<file path="src/rtl/refdsel_pkg.sv">
package refdsel_pkg;
    // ************************************************************
    // register map (word index, byte address is four times it)
    // ************************************************************
    localparam logic [3:0]  REG_PATH_IDX   = 4'h1;   // reference path control
    localparam logic [3:0]  REG_DIV_IDX    = 4'h3;   // reference divider control
    localparam logic [3:0]  REG_GPIO_IDX   = 4'h4;   // pin function / output level
    localparam logic [3:0]  REG_STAT_IDX   = 4'h5;   // block status, read only
    localparam logic [31:0] UNMAPPED_VAL   = 32'hdead_beef;

    // ************************************************************
    // field positions
    // ************************************************************
    localparam int DIV_RATIO_W     = 14;
    localparam int DIV_MAN_SEL_BIT = 14;
    localparam int DIV_AUTO_BIT    = 15;
    localparam int PATH_SIN_EN     = 0;
    localparam int PATH_SQ_EN      = 1;
    localparam int PATH_DIV_EN     = 2;
    localparam int PATH_SIN_SEL    = 3;
    localparam int PATH_SQ_DIG     = 4;
    localparam int PATH_SIN_DIG    = 5;
    localparam int PATH_DSM_SIN    = 6;
    localparam int GPIO_TRIG_BIT   = 5;
    localparam int GPIO_LD_SEL_BIT = 0;
    localparam int GPIO_OUT_BIT    = 1;

    // ************************************************************
    // reset values
    // ************************************************************
    localparam logic [15:0] DIV_RESET   = 16'h8001;  // auto mode, ratio 1
    localparam logic [6:0]  PATH_RESET  = 7'h12;     // square buffer, square to digital
    localparam logic [5:0]  GPIO_RESET  = 6'h01;     // lock detect on shared pin

    // ************************************************************
    // timing
    // ************************************************************
    localparam int CLK_MHZ        = 10;
    localparam int REF_MAX_MHZ    = 250;
    localparam int RD_LAT_CYCLES  = 1;
endpackage : refdsel_pkg

</file>
<file path="src/rtl/refdsel_divider.sv">
`timescale 1ns/1ps
// ************************************************************
// programmable integer divider, one output cycle per n inputs
// ************************************************************
module refdsel_divider #(
    parameter int WIDTH = 14
) (
    input  wire logic             clk_i,
    input  wire logic             sys_rst_i,
    input  wire logic             ref_tick_i,
    input  wire logic             run_i,
    input  wire logic [WIDTH-1:0] ratio_i,
    output logic                  div_pulse_o
);
    import refdsel_pkg::*;

    logic [WIDTH-1:0] cnt_q, cnt_d;
    logic             pulse_q, pulse_d;

    // count reference ticks, wrap after ratio-1 (ratio 0 treated as 1)
    always_comb begin
        cnt_d   = cnt_q;
        pulse_d = 1'b0;
        if (!run_i) begin
            cnt_d = '0;
        end else if (ref_tick_i) begin
            if (cnt_q + WIDTH'(1) >= ratio_i) begin
                cnt_d   = '0;
                pulse_d = 1'b1;
            end else begin
                cnt_d = cnt_q + WIDTH'(1);
            end
        end
    end

    always_ff @(posedge clk_i or posedge sys_rst_i) begin
        if (sys_rst_i) begin
            cnt_q   <= '0;
            pulse_q <= 1'b0;
        end else begin
            cnt_q   <= cnt_d;
            pulse_q <= pulse_d;
        end
    end

    assign div_pulse_o = pulse_q;
endmodule : refdsel_divider

</file>
<file path="src/rtl/refdsel_top.sv">
`timescale 1ns/1ps
// Summary of operation
// - after reset the square-wave reference buffer is the selected source
// - 14-bit ratio n (1 to 16383) in control register bits 13:0; divided output is the reference divided by 2n
// - divider works for reference inputs up to clk/4 (2.5 MHz at the 10 MHz clock), each level held two clocks
// - auto bit 15 set makes manual select bit and divider enable ignored
// - auto mode, ratio two or more runs divider and feeds divided output
// - auto mode, ratio one stops divider and feeds undivided reference
// - manual mode, divider runs only while path enable bit 2 is one
// - manual bit 14 picks divided or undivided; divider may run unused
// - modulator clock from square input when square-digital on, modulator-sine bit 6 off
// - third pin is tristate bidirectional, trigger input when selected
// - one pin carries lock detect or serial read data
module refdsel_top (
    input  wire logic        clk_i,
    input  wire logic        sys_rst_i,
    // avalon-mm slave
    input  wire logic [3:0]  avs_address_i,
    input  wire logic        avs_read_i,
    input  wire logic        avs_write_i,
    input  wire logic [31:0] avs_writedata_i,
    input  wire logic [3:0]  avs_byteenable_i,
    output logic [31:0]      avs_readdata_o,
    output logic             avs_waitrequest_o,
    // reference inputs, sampled as levels
    input  wire logic        square_ref_pin_i,
    input  wire logic        sine_reference_pin_i,
    // outputs to phase detector and modulator
    output logic             pfd_ref_o,
    output logic             dsm_clk_o,
    output logic             div_running_o,
    // shared pins
    input  wire logic        gp_pin_three_i,
    output logic             gp_pin_three_o,
    output logic             gp_pin_three_oe_o,
    output logic             ramp_trigger_o,
    input  wire logic        lock_detect_i,
    input  wire logic        serial_read_data_i,
    output logic             lock_or_read_out_pin_o
);
    import refdsel_pkg::*;

    // ************************************************************
    // pin synchronisers, three stages
    // ************************************************************
    logic [2:0] sq_sync_q, sin_sync_q, gp_sync_q;
    logic       sq_lvl_q, sin_lvl_q, gp_lvl_q;
    logic       sq_lvl_d, sin_lvl_d, gp_lvl_d;

    // a change counts once stages two and three agree
    always_comb begin
        sq_lvl_d  = (sq_sync_q[1] == sq_sync_q[2]) ? sq_sync_q[2] : sq_lvl_q;
        sin_lvl_d = (sin_sync_q[1] == sin_sync_q[2]) ? sin_sync_q[2] : sin_lvl_q;
        gp_lvl_d  = (gp_sync_q[1] == gp_sync_q[2]) ? gp_sync_q[2] : gp_lvl_q;
    end

    always_ff @(posedge clk_i or posedge sys_rst_i) begin
        if (sys_rst_i) begin
            sq_sync_q  <= 3'h0;
            sin_sync_q <= 3'h0;
            gp_sync_q  <= 3'h0;
            sq_lvl_q   <= 1'b0;
            sin_lvl_q  <= 1'b0;
            gp_lvl_q   <= 1'b0;
        end else begin
            sq_sync_q  <= {sq_sync_q[1:0], square_ref_pin_i};
            sin_sync_q <= {sin_sync_q[1:0], sine_reference_pin_i};
            gp_sync_q  <= {gp_sync_q[1:0], gp_pin_three_i};
            sq_lvl_q   <= sq_lvl_d;
            sin_lvl_q  <= sin_lvl_d;
            gp_lvl_q   <= gp_lvl_d;
        end
    end

    // ************************************************************
    // register file
    // ************************************************************
    logic [15:0] div_ctrl_q, div_ctrl_d;
    logic [6:0]  path_ctrl_q, path_ctrl_d;
    logic [5:0]  gpio_ctrl_q, gpio_ctrl_d;
    logic [31:0] rdata_q, rdata_d;
    logic        rd_done_q, rd_done_d;
    logic        wr_en;

    // writes finish in the cycle they arrive; reads wait one cycle
    assign wr_en = avs_write_i && !avs_read_i;
    assign avs_waitrequest_o = avs_read_i && !rd_done_q;

    always_comb begin
        div_ctrl_d  = div_ctrl_q;
        path_ctrl_d = path_ctrl_q;
        gpio_ctrl_d = gpio_ctrl_q;
        rd_done_d   = avs_read_i && !rd_done_q;
        rdata_d     = rdata_q;
        if (wr_en) begin
            case (avs_address_i)
                REG_DIV_IDX: begin
                    if (avs_byteenable_i[0]) div_ctrl_d[7:0]  = avs_writedata_i[7:0];
                    if (avs_byteenable_i[1]) div_ctrl_d[15:8] = avs_writedata_i[15:8];
                end
                REG_PATH_IDX: begin
                    if (avs_byteenable_i[0]) path_ctrl_d = avs_writedata_i[6:0];
                end
                REG_GPIO_IDX: begin
                    if (avs_byteenable_i[0]) gpio_ctrl_d = avs_writedata_i[5:0];
                end
                default: begin
                end
            endcase
        end
        if (avs_read_i && !rd_done_q) begin
            case (avs_address_i)
                REG_DIV_IDX:  rdata_d = {16'h0000, div_ctrl_q};
                REG_PATH_IDX: rdata_d = {25'h0000000, path_ctrl_q};
                REG_GPIO_IDX: rdata_d = {26'h0000000, gpio_ctrl_q};
                REG_STAT_IDX: rdata_d = {28'h0000000, gp_lvl_q, dsm_clk_o,
                                         div_running_o, pfd_ref_o};
                default:      rdata_d = UNMAPPED_VAL;
            endcase
        end
    end

    always_ff @(posedge clk_i or posedge sys_rst_i) begin
        if (sys_rst_i) begin
            div_ctrl_q  <= DIV_RESET;
            path_ctrl_q <= PATH_RESET;
            gpio_ctrl_q <= GPIO_RESET;
            rdata_q     <= 32'h0000_0000;
            rd_done_q   <= 1'b0;
        end else begin
            div_ctrl_q  <= div_ctrl_d;
            path_ctrl_q <= path_ctrl_d;
            gpio_ctrl_q <= gpio_ctrl_d;
            rdata_q     <= rdata_d;
            rd_done_q   <= rd_done_d;
        end
    end

    assign avs_readdata_o = rdata_q;

    // ************************************************************
    // reference selection and divider control
    // ************************************************************
    logic [DIV_RATIO_W-1:0] ratio;
    logic auto_mode, div_run, use_div, sel_ref, sel_ref_q, ref_tick, div_pulse;
    logic pfd_q, pfd_d, dsm_q, dsm_d;

    assign ratio     = div_ctrl_q[DIV_RATIO_W-1:0];
    assign auto_mode = div_ctrl_q[DIV_AUTO_BIT];

    // auto mode ignores the manual bits entirely
    always_comb begin
        if (auto_mode) begin
            div_run = (ratio >= DIV_RATIO_W'(2));
            use_div = div_run;
        end else begin
            div_run = path_ctrl_q[PATH_DIV_EN];
            use_div = div_ctrl_q[DIV_MAN_SEL_BIT];
        end
        // sine only when its buffer and mux are on, else square if its buffer is on, else low
        if (path_ctrl_q[PATH_SIN_SEL] && path_ctrl_q[PATH_SIN_EN]) begin
            sel_ref = sin_lvl_q;
        end else begin
            sel_ref = path_ctrl_q[PATH_SQ_EN] ? sq_lvl_q : 1'b0;
        end
    end

    // rising edge of the selected reference; the synchroniser filter limits usable rate to clk/4
    assign ref_tick = sel_ref && !sel_ref_q;

    refdsel_divider #(
        .WIDTH (DIV_RATIO_W)
    ) u_refdsel_divider (
        .clk_i       (clk_i),
        .sys_rst_i   (sys_rst_i),
        .ref_tick_i  (ref_tick),
        .run_i       (div_run),
        .ratio_i     (ratio),
        .div_pulse_o (div_pulse)
    );

    // divided path toggles per pulse, undivided follows the reference
    always_comb begin
        pfd_d = use_div ? (div_run ? (pfd_q ^ div_pulse) : 1'b0) : sel_ref;
        if (path_ctrl_q[PATH_SQ_DIG] && !path_ctrl_q[PATH_DSM_SIN]) begin
            dsm_d = sq_lvl_q;
        end else if (path_ctrl_q[PATH_SIN_DIG] && path_ctrl_q[PATH_DSM_SIN]) begin
            dsm_d = sin_lvl_q;
        end else begin
            dsm_d = 1'b0;
        end
    end

    always_ff @(posedge clk_i or posedge sys_rst_i) begin
        if (sys_rst_i) begin
            sel_ref_q <= 1'b0;
            pfd_q     <= 1'b0;
            dsm_q     <= 1'b0;
        end else begin
            sel_ref_q <= sel_ref;
            pfd_q     <= pfd_d;
            dsm_q     <= dsm_d;
        end
    end

    assign pfd_ref_o     = pfd_q;
    assign dsm_clk_o     = dsm_q;
    assign div_running_o = div_run;

    // ************************************************************
    // shared pins
    // ************************************************************
    // trigger mode releases the pin and listens to it
    assign gp_pin_three_oe_o = !gpio_ctrl_q[GPIO_TRIG_BIT];
    assign gp_pin_three_o    = gpio_ctrl_q[GPIO_OUT_BIT];
    assign ramp_trigger_o    = gpio_ctrl_q[GPIO_TRIG_BIT] && gp_lvl_q;
    assign lock_or_read_out_pin_o = gpio_ctrl_q[GPIO_LD_SEL_BIT] ?
                                    lock_detect_i : serial_read_data_i;
endmodule : refdsel_top

</file>
<file path="config.mk">
export PLATFORM = sky130hd
export DESIGN_NAME = refdsel_top
export DESIGN_NICKNAME = d
export VERILOG_FILES = /design/src/rtl/refdsel_pkg.sv /design/src/rtl/refdsel_divider.sv /design/src/rtl/refdsel_top.sv
export SDC_FILE = /design/constraint.sdc
export NUM_CORES = 1
export LEC_CHECK = 0
export BUFFER_PORTS_ARGS = -buffer_cell sky130_fd_sc_hd__buf_2
export CAP_MARGIN = 20
export CORE_MARGIN = 5
export CORE_UTILIZATION = 30
export DETAILED_ROUTE_END_ITERATION = 12
export PLACE_DENSITY_LB_ADDON = 0.08
export REMOVE_ABC_BUFFERS = 1
export SLEW_MARGIN = 20
export SYNTH_ARGS = -nofsm -noshare
export SYNTH_HDL_FRONTEND = slang
export SYNTH_SLANG_ARGS = --single-unit
</file>
<file path="constraint.sdc">
create_clock -name clk_i -period 3.9 [get_ports clk_i]
set_input_delay 0.78 -clock clk_i [delete_from_list [all_inputs] [get_ports clk_i]]
set_output_delay 0.78 -clock clk_i [all_outputs]
set_load 0.02 [all_outputs]
</file>
* Yosys cells after proc, flatten, opt, wreduce, memory -nomap -nowiden *
Cells that the tools add are included.

word-level totals
  output and inout port bits = 40
  word-level logic and storage cells = 61
  input port bits = 49
  register bits = 92

cells by class
  bitwise gates (word level) = 1
  add/subtract/negate cells = 1
  reductions and logical operators = 16
  mux-type cells = 16
  order comparisons = 2
  equal/unequal tests = 8

operator list
  cell                                                                     count
  32-bit one-hot mux with 4 select lines                                   1
  14-bit two-way mux                                                       3
  14-bit by 1-bit adder with 14-bit output (second input constant)         1
  14-bit >= comparator                                                     1
  14-bit by 2-bit >= comparator with 1-bit output (second input constant)  1
  1-bit two-way mux                                                        12
  3-bit AND reduction                                                      4
  4-bit by 3-bit equality test with 1-bit output (second input constant)   2
  1-bit logical AND                                                        7
  1-bit zero test                                                          5
  4-bit by 1-bit equality test with 1-bit output (second input constant)   1
  4-bit by 2-bit equality test with 1-bit output (second input constant)   1
  1-bit equality test                                                      3
  2-bit by 1-bit != test with 1-bit output (second input constant)         1
  1-bit bitwise XOR                                                        1

* Longest topological paths before layout *
Gate-level depths: netlist (run 1).

  depth after elaboration = 5
  gate-level depth with buffers = 14
  mapped depth without buffers = 13

* Modules after synthesis *
Synthesis (run 1) repeated with hierarchy kept, for this count alone.

second synthesis, totals
  cell total of the unflattened synthesis = 347
  area total of the unflattened synthesis = 3960.0 um^2

modules (own cells, without submodules)
  module           area an instance (um^2)  times used  sequential area each (um^2)  cells an instance
  refdsel_top      2722.6                   1           1557.7                       214
  refdsel_divider  1237.4                   1           375.4                        133

* Worst setup path before layout (run 1) *
OpenSTA, ideal clock, no wires.

  path kind = reg2reg
  start = reg u_refdsel_divider.cnt_q[0]
  end = reg u_refdsel_divider.cnt_q[0]
  arrival = 2.957 ns
  setup time = 0.065 ns
  clock period less this slack = 3.023 ns
  path slack = 0.877 ns
  stages on the path, launching flop included = 15
  path buffers = 2
  data required time = 3.835 ns
  cell sequence = dfrtp_1 -> and3_1 -> nand3_2 -> or2_1 -> buf_6 -> or3_4 -> nand2_1 -> ha_1 -> nand4_1 -> o21ai_1 -> a2111oi_2 -> a31oi_4 -> nor2_2 -> buf_2 -> mux2_2

on the way
  longest elaborated chain between the ends = 5

ends and longest elaborated chain
  item                                        RTL line                                      text
  start, declared                             refdsel_divider.sv:17                         logic [WIDTH-1:0] cnt_q, cnt_d;
  start signal, assigned                      refdsel_divider.sv:41                         cnt_q <= cnt_d;
  14-bit by 1-bit adder with 14-bit output *  refdsel_divider.sv:27, refdsel_divider.sv:31
  14-bit >= comparator                        refdsel_divider.sv:27                         if (cnt_q + WIDTH'(1) >= ratio_i) begin
  14-bit two-way mux *                        refdsel_divider.sv:27
  14-bit two-way mux *                        refdsel_divider.sv:26                         end else if (ref_tick_i) begin
  14-bit two-way mux *                        refdsel_divider.sv:24                         if (!run_i) begin

Every way passes the cells marked *; elsewhere a longest branch is shown, timed or not. The select of a mux whose other input is x is not followed.
A chain may end at the register's enable or synchronous reset.

* Worst setup path after layout (run 1) *
  start = reg u_refdsel_divider.cnt_q[0]
  end = reg u_refdsel_divider.cnt_q[2]

The elaborated chain is that of the path after synthesis.

==> metrics.md, run 1 <==
| Metric | Value |
|---|---|
| Number of global-route vias before repair | `2,955` |
| Int Power | `1650 uW` |
| Reg clk slew, reported paths | `0.06 ns` |
| FP Rows | `41` |
| Synthesized cell area | `3880 um2` |
| Reg2reg start | `u_refdsel_divider.cnt_q[0]` |
| Pwr Total | `2270 uW` |
| Global route overflow | `0` |
| Largest cells by area after synthesis | `dfrtp_1 (46%), ha_1 (4.8%), mux2_1 (4.4%)` |
| Worst path required time | `4.17 ns` |
| Largest net degree at the start of global routing | `51` |
| CP endpoint | `u_refdsel_divider.cnt_q[2]` |
| Yosys cell types | `50` |
| Status | `finished, final reports clean` |
| Area delta synth->final | `19.4%` |
| Yosys top cell by area | `dfrtp_1` |
| Gate power share | `0.150` |
| Worst setup path startpoint | `u_refdsel_divider.cnt_q[0]` |
| Commonest non-fill, non-tap cell in the layout | `dfrtp_1` |
| Maximum VDD drop | `0.209 mV` |
| Clock network power share | `0.427` |
| Worst Reg-to-Reg Cells | `13` |
| Reg area | `1930 um2` |
| Setup tns final | `0 ns` |
| Min-Delay Path Class | `flop to flop` |
| Switching share of total power | `0.271` |
| Clock sink total | `77` |
| Register bit total from synthesis | `77` |
| Crit path cell chain | `and3_1 > nand3_2 > or2_1 > nor3_1 > nand2b_1 > ha_1 > nand4_1 > nor2_1 > a2111oi_2 > a31oi_4 > buf_4 > nor4b_1 > a221o_1` |
| Total GRT Usage | `0.133` |
| DP HPWL | `7080 um` |
| Die footprint | `15,300 um2` |
| Input/output buffers | `65` |
| Ys Warns | `0` |
| Die Wd | `124 um` |
| Num CTS Buffers | `9` |
| CP max FO | `9` |
| Average size of a mapped cell | `10.3 um2` |
| I/O pin cnt | `89` |
| Initial core utilization | `0.307` |
| Via/cell ratio | `4.79` |
| Post-CTS Setup Repair Bufs | `0` |
| Proportion of layout cells with a drive suffix above 1 | `0.237` |
| Top FF cell, synth | `dfrtp_1` |
| Die Height | `124 um` |
| Final hold vios | `0` |
| Synth Instances | `375` |
| Critical Path AT | `3.64 ns` |
| Maximum clock frequency | `297 MHz` |
| Critical Path Source Type | `flop` |
| # diodes | `0` |
| Worst-skew pair later-pin latency | `0.33 ns` |
| Starting DRT DRC Count | `160` |
| Slowest-stage cell, CP | `a2111oi_2` |
| Max_slew headroom | `0.262` |
| DP Area | `4290 um2` |
| Core ar. | `12,600 um2` |
| Final setup fails | `0` |
| Tcrit/Tclk final | `0.864` |
| P_leak | `0.00223 uW` |
| Initial antenna violation count | `0` |
| Crit. End Element | `flop` |
| Final instance area | `4630 um2` |
| Post-DRT Antenna Nets | `0` |
| Reg-to-Reg End | `u_refdsel_divider.cnt_q[2]` |
| Layout fillers | `1,323` |
| Switching pwr | `615 uW` |
| DR vias | `2,904` |
| Nets | `493` |
| CTS tree | `built` |
| Post-synth EDFFs | `0` |
| Post-CTS sizing | `0` |
| Pwr dens | `490 nW/um2` |
| Routed WL | `9340 um` |
| R2R setup slack | `0.53 ns` |
| Max-cap viol count | `0` |
| Sequential Power Share | `0.423` |
| Longest Clk Path Bufs | `2` |
| Cts hold-fix bufs | `0` |
| Critical path class | `flop to flop` |
| H-tree Lvls | `3` |
| Clock skew | `0.00543 ns` |
| Area taken by multi-input logic gates | `1690 um2` |
| First-pass GRT wire length | `15,600 um` |
| Placer Congestion | `0.771` |
| Pre-Repair DR Iteration Count | `4` |
| Drc violations | `0` |
| Worst-margin pin slew | `1.10 ns` |
| Period minus WS final | `3.37 ns` |
| Unrepaired setup endpoints after global routing | `false` |
| Ys async rst share | `1.00` |
| Slew Viols, Final | `0` |
| Worst hold stages | `0` |
| Top cell type's share of synthesized area | `0.465` |
| Sequential-to-total area share from yosys stat | `0.499` |
| Largest stage delay on the critical path | `0.43 ns` |
| Most frequent cells in the layout | `dfrtp_1 (72), buf_2 (65), nand2_1 (42), o21ai_1 (33), inv_1 (17)` |
| Wirelength per Cell | `15.4 um` |
| Root buffer cell | `clkbuf_16` |
==> kinds of logic after synthesis <==
| kind of cell | share of synthesized area |
|---|---|
| simple gates | 0.139 |
| compound gates | 0.154 |
| flops | 0.499 |
| buf+inv | 0.0681 |
| mux | 0.0581 |
| fa+ha+maj | 0.0562 |
| xor+xnor | 0.0249 |
| other cells | 0.000967 |
==> stage by stage <==
step	setup WS [ns]	util	std cells	hold slack [ns]
final	0.529	0.367	606	0.347
after global routing	0.278	0.367	606	0.360
after CTS	0.487	0.367	606	0.350
after detailed placement	0.537	0.340	590	0.336
after global placement	0.511	0.340	590	0.333
after floorplan	0.858	-	347	0.331
==> worst min path at each step <==
| stage | startpoint | endpoint | slack (ns) |
|---|---|---|---|
| after floorplan | gp_sync_q[0] | gp_sync_q[1] | 0.33 |
| after global placement | gp_sync_q[0] | gp_sync_q[1] | 0.33 |
| after detailed placement | sin_sync_q[0] | sin_sync_q[1] | 0.34 |
| after CTS | sin_sync_q[0] | sin_sync_q[1] | 0.35 |
| after global routing | sq_sync_q[0] | sq_sync_q[1] | 0.36 |
| final | sin_sync_q[0] | sin_sync_q[1] | 0.35 |
==> sequential cells by signal, indices dropped and copies added, names as in the netlist <==
signal	cells
avs_readdata_o	17
div_ctrl_q	16
u_refdsel_divider.cnt_q	14
path_ctrl_q	7
gpio_ctrl_q	6
gp_sync_q	3
sin_sync_q	3
sq_sync_q	3
dsm_clk_o	1
gp_lvl_q	1
pfd_ref_o	1
rd_done_q	1
sel_ref_q	1
sin_lvl_q	1
sq_lvl_q	1
u_refdsel_divider.div_pulse_o	1
==> final cells by class <==
cell class              instances  area share
clock buffers                  12      0.0533
inverters                      19      0.0157
repair buffers                 71      0.0800
flip-flops and latches         77       0.418
clock inverters                 4      0.0206
multi-input cells             251       0.366
well taps                     172      0.0465
==> critical path: cells and delay by family (launching register included) <==
family                     cells  cell delay [ns]
buffers and inverters          1             0.22
adders and majority gates      1             0.27
and+or+nand+nor                8             1.62
AOI/OAI and AO/OA              3             0.78
DFF                            1             0.42
==> synth_stat cells, types with 2 or more instances <==
master	count
a211oi_1	2
a21o_1	3
a21oi_1	16
a221o_1	8
a221oi_1	3
a22o_1	8
a41o_1	2
and2_1	3
and3_1	8
buf_2	7
buf_4	15
clkbuf_1	9
dfrtp_1	72
dfstp_2	5
ha_1	15
inv_1	18
maj3_1	3
mux2_1	15
mux2_2	5
nand2_1	42
nand2b_1	4
nand3_1	6
nand4_1	6
nor2_1	15
nor2b_1	5
nor3_1	7
nor4_1	4
nor4b_1	3
o21ai_0	4
o21ai_1	33
xnor2_1	7
xor2_1	4
==> per-layer routing <==
layer | vias to the layer above | share of wire | global-route usage
li1 | 1429 | - | -
met1 | 1402 | 0.49 | 0.185
met2 | 60 | 0.44 | 0.206
met3 | 13 | 0.044 | 0.0209
met4 | 0 | 0.019 | 0.0533
met5 | - | 0 | 0
==> power by group through the flow <==
stage / combinational (uW) / sequential (uW) / clock (uW)
finish: 339 / 961 / 969
CTS: 348 / 963 / 995
floorplan: 171 / 1000 / 0
global route: 384 / 974 / 1040
detailed placement: 347 / 977 / 0
global placement: 343 / 974 / 0
No activity file was read; power rests on OpenSTA's default activity.
==> run 2: changes to the inputs <==
==> constraint.sdc (replaced) <==
create_clock -name clk_i -period 3.2 [get_ports clk_i]
set_input_delay 0.64 -clock clk_i [delete_from_list [all_inputs] [get_ports clk_i]]
set_output_delay 0.64 -clock clk_i [all_outputs]
set_load 0.02 [all_outputs]
==> metrics.md, run 2 (same netlist as run 1, synthesis figures left out) <==
| Metric | Value |
|---|---|
| Min-Delay Path Class | `flop to flop` |
| Initial antenna violation count | `0` |
| Cts hold-fix bufs | `0` |
| # diodes | `0` |
| Root buffer cell | `clkbuf_16` |
| Largest stage delay on the critical path | `0.39 ns` |
| Worst-skew pair later-pin latency | `0.34 ns` |
| Final hold vios | `0` |
| Global route overflow | `0` |
| First-pass GRT wire length | `15,800 um` |
| Starting DRT DRC Count | `156` |
| Proportion of layout cells with a drive suffix above 1 | `0.313` |
| CP top delay family | `simple AND/OR/NAND/NOR gates` |
| DP HPWL | `7370 um` |
| Pwr dens | `537 nW/um2` |
| Clock sink total | `77` |
| Die footprint | `15,300 um2` |
| Slew Viols, Final | `0` |
| Crit. End Element | `flop` |
| H-tree Lvls | `3` |
| Largest net degree at the start of global routing | `43` |
| Slowest-stage cell, CP | `dfrtp_1` |
| Period minus WS final | `3.08 ns` |
| Final setup fails | `0` |
| Drc violations | `0` |
| Worst setup path startpoint | `u_refdsel_divider.cnt_q[0]` |
| Critical path class | `flop to flop` |
| Longest Clk Path Bufs | `2` |
| Layout fillers | `1,286` |
| Maximum clock frequency | `324 MHz` |
| Num CTS Buffers | `9` |
| Routed WL | `9850 um` |
| CP max FO | `7` |
| FP Rows | `41` |
| Max_slew headroom | `0.477` |
| Die Wd | `124 um` |
| Via/cell ratio | `4.74` |
| Core ar. | `12,600 um2` |
| Post-DRT Antenna Nets | `0` |
| Tcrit/Tclk final | `0.964` |
| Number of global-route vias before repair | `2,987` |
| Die Height | `124 um` |
| Initial core utilization | `0.307` |
| Placed cells | `612` |
| Worst hold start | `sq_sync_q[0]` |
| Clock skew | `0.00449 ns` |
| Most frequent cells in the layout | `dfrtp_1 (72), buf_2 (65), nand2_1 (42), o21ai_1 (31), buf_4 (29)` |
| Max reg flops | `17` |
| I/O pin cnt | `89` |
| Unrepaired setup endpoints after global routing | `true` |
| Pre-Repair DR Iteration Count | `4` |
| Wirelength per Cell | `15.6 um` |
| Finished Layout Cells | `632` |
| Status | `finished, final reports clean` |
| Maximum VDD drop | `0.192 mV` |
| Crit path cell chain | `and3_4 > nand3_2 > or2_4 > buf_4 > xnor2_1 > ha_1 > nand4_1 > nor3_2 > o31ai_4 > a31oi_4 > nor2_2 > buf_6 > a221o_1` |
| Commonest non-fill, non-tap cell in the layout | `dfrtp_1` |
| Area delta synth->final | `26.3%` |
| Total GRT Usage | `0.137` |
| P_leak | `0.00234 uW` |
| Buf/Inv on CP | `2` |
| Pwr Total | `2630 uW` |
| DR vias | `2,993` |
| Reg2reg start | `u_refdsel_divider.cnt_q[0]` |
| Worst-margin pin slew | `0.784 ns` |
| Reg clk slew, reported paths | `0.06 ns` |
| Input/output buffers | `65` |
| Placer Congestion | `0.777` |
| Critical Path Source Type | `flop` |
| Max-cap viol count | `0` |
| Critical Path AT | `3.30 ns` |
| Worst path required time | `3.42 ns` |
| Nets | `520` |
| CTS tree | `built` |
run 2: timing repair:
action	4_1_cts	5_1_grt
buffers inserted	1	4
hold endpoints to repair	0	0
pin swaps	1	11
resized for setup	1	18
endpoints found under the setup margin	4	14
run 2: layout make-up:
cell class / instances / area, um2 / area share
Inverter: 19 / 72.6 / 0.0148
Tap cell: 172 / 215 / 0.0440
Multi-Input combinational cell: 251 / 1790 / 0.365
Clock buffer: 11 / 243 / 0.0496
Timing Repair Buffer: 98 / 597 / 0.122
Sequential cell: 77 / 1930 / 0.395
Clock inverter: 4 / 48.8 / 0.00997
run 2: power breakdown:
| group | switching [uW] | internal, uW | total [uW] |
|---|---|---|---|
| Clock | 398 | 620 | 1020 |
| Sequential | 85.6 | 1080 | 1170 |
| Combinational | 278 | 163 | 440 |
run 2: path summary, 6_finish.rpt:
path | cells past startpoint | slack (ns) | end
max in group asynchronous | 3 | 2.06 | div_ctrl_q[15]
setup / recovery | 13 | 0.12 | u_refdsel_divider.cnt_q[2]
hold reg to reg | 0 | 0.35 | sq_sync_q[1]
min in group asynchronous | 2 | 0.42 | sq_sync_q[0]
hold / removal | 0 | 0.35 | sq_sync_q[1]
setup reg to reg | 13 | 0.12 | u_refdsel_divider.cnt_q[2]
run 2: stage by stage:
stage | setup slack [ns] | cell area [um2] | utilization | setup TNS, ns | hold slack [ns]
after floorplan | 0.158 | 3700 | - | 0 | 0.331
after global placement | 0.00845 | 4460 | 0.354 | 0 | 0.333
after detailed placement | 0.00667 | 4460 | 0.354 | 0 | 0.336
after CTS | 0.00188 | 4770 | 0.378 | 0 | 0.350
after global routing | -0.0303 | 4890 | 0.388 | -0.117 | 0.361
final | 0.116 | 4890 | 0.388 | 0 | 0.350
run 2: layer usage:
layer,global-route usage,share of wire
met4,0.0574,0.022
met1,0.185,0.48
met5,0,0
met3,0.0332,0.047
met2,0.208,0.45
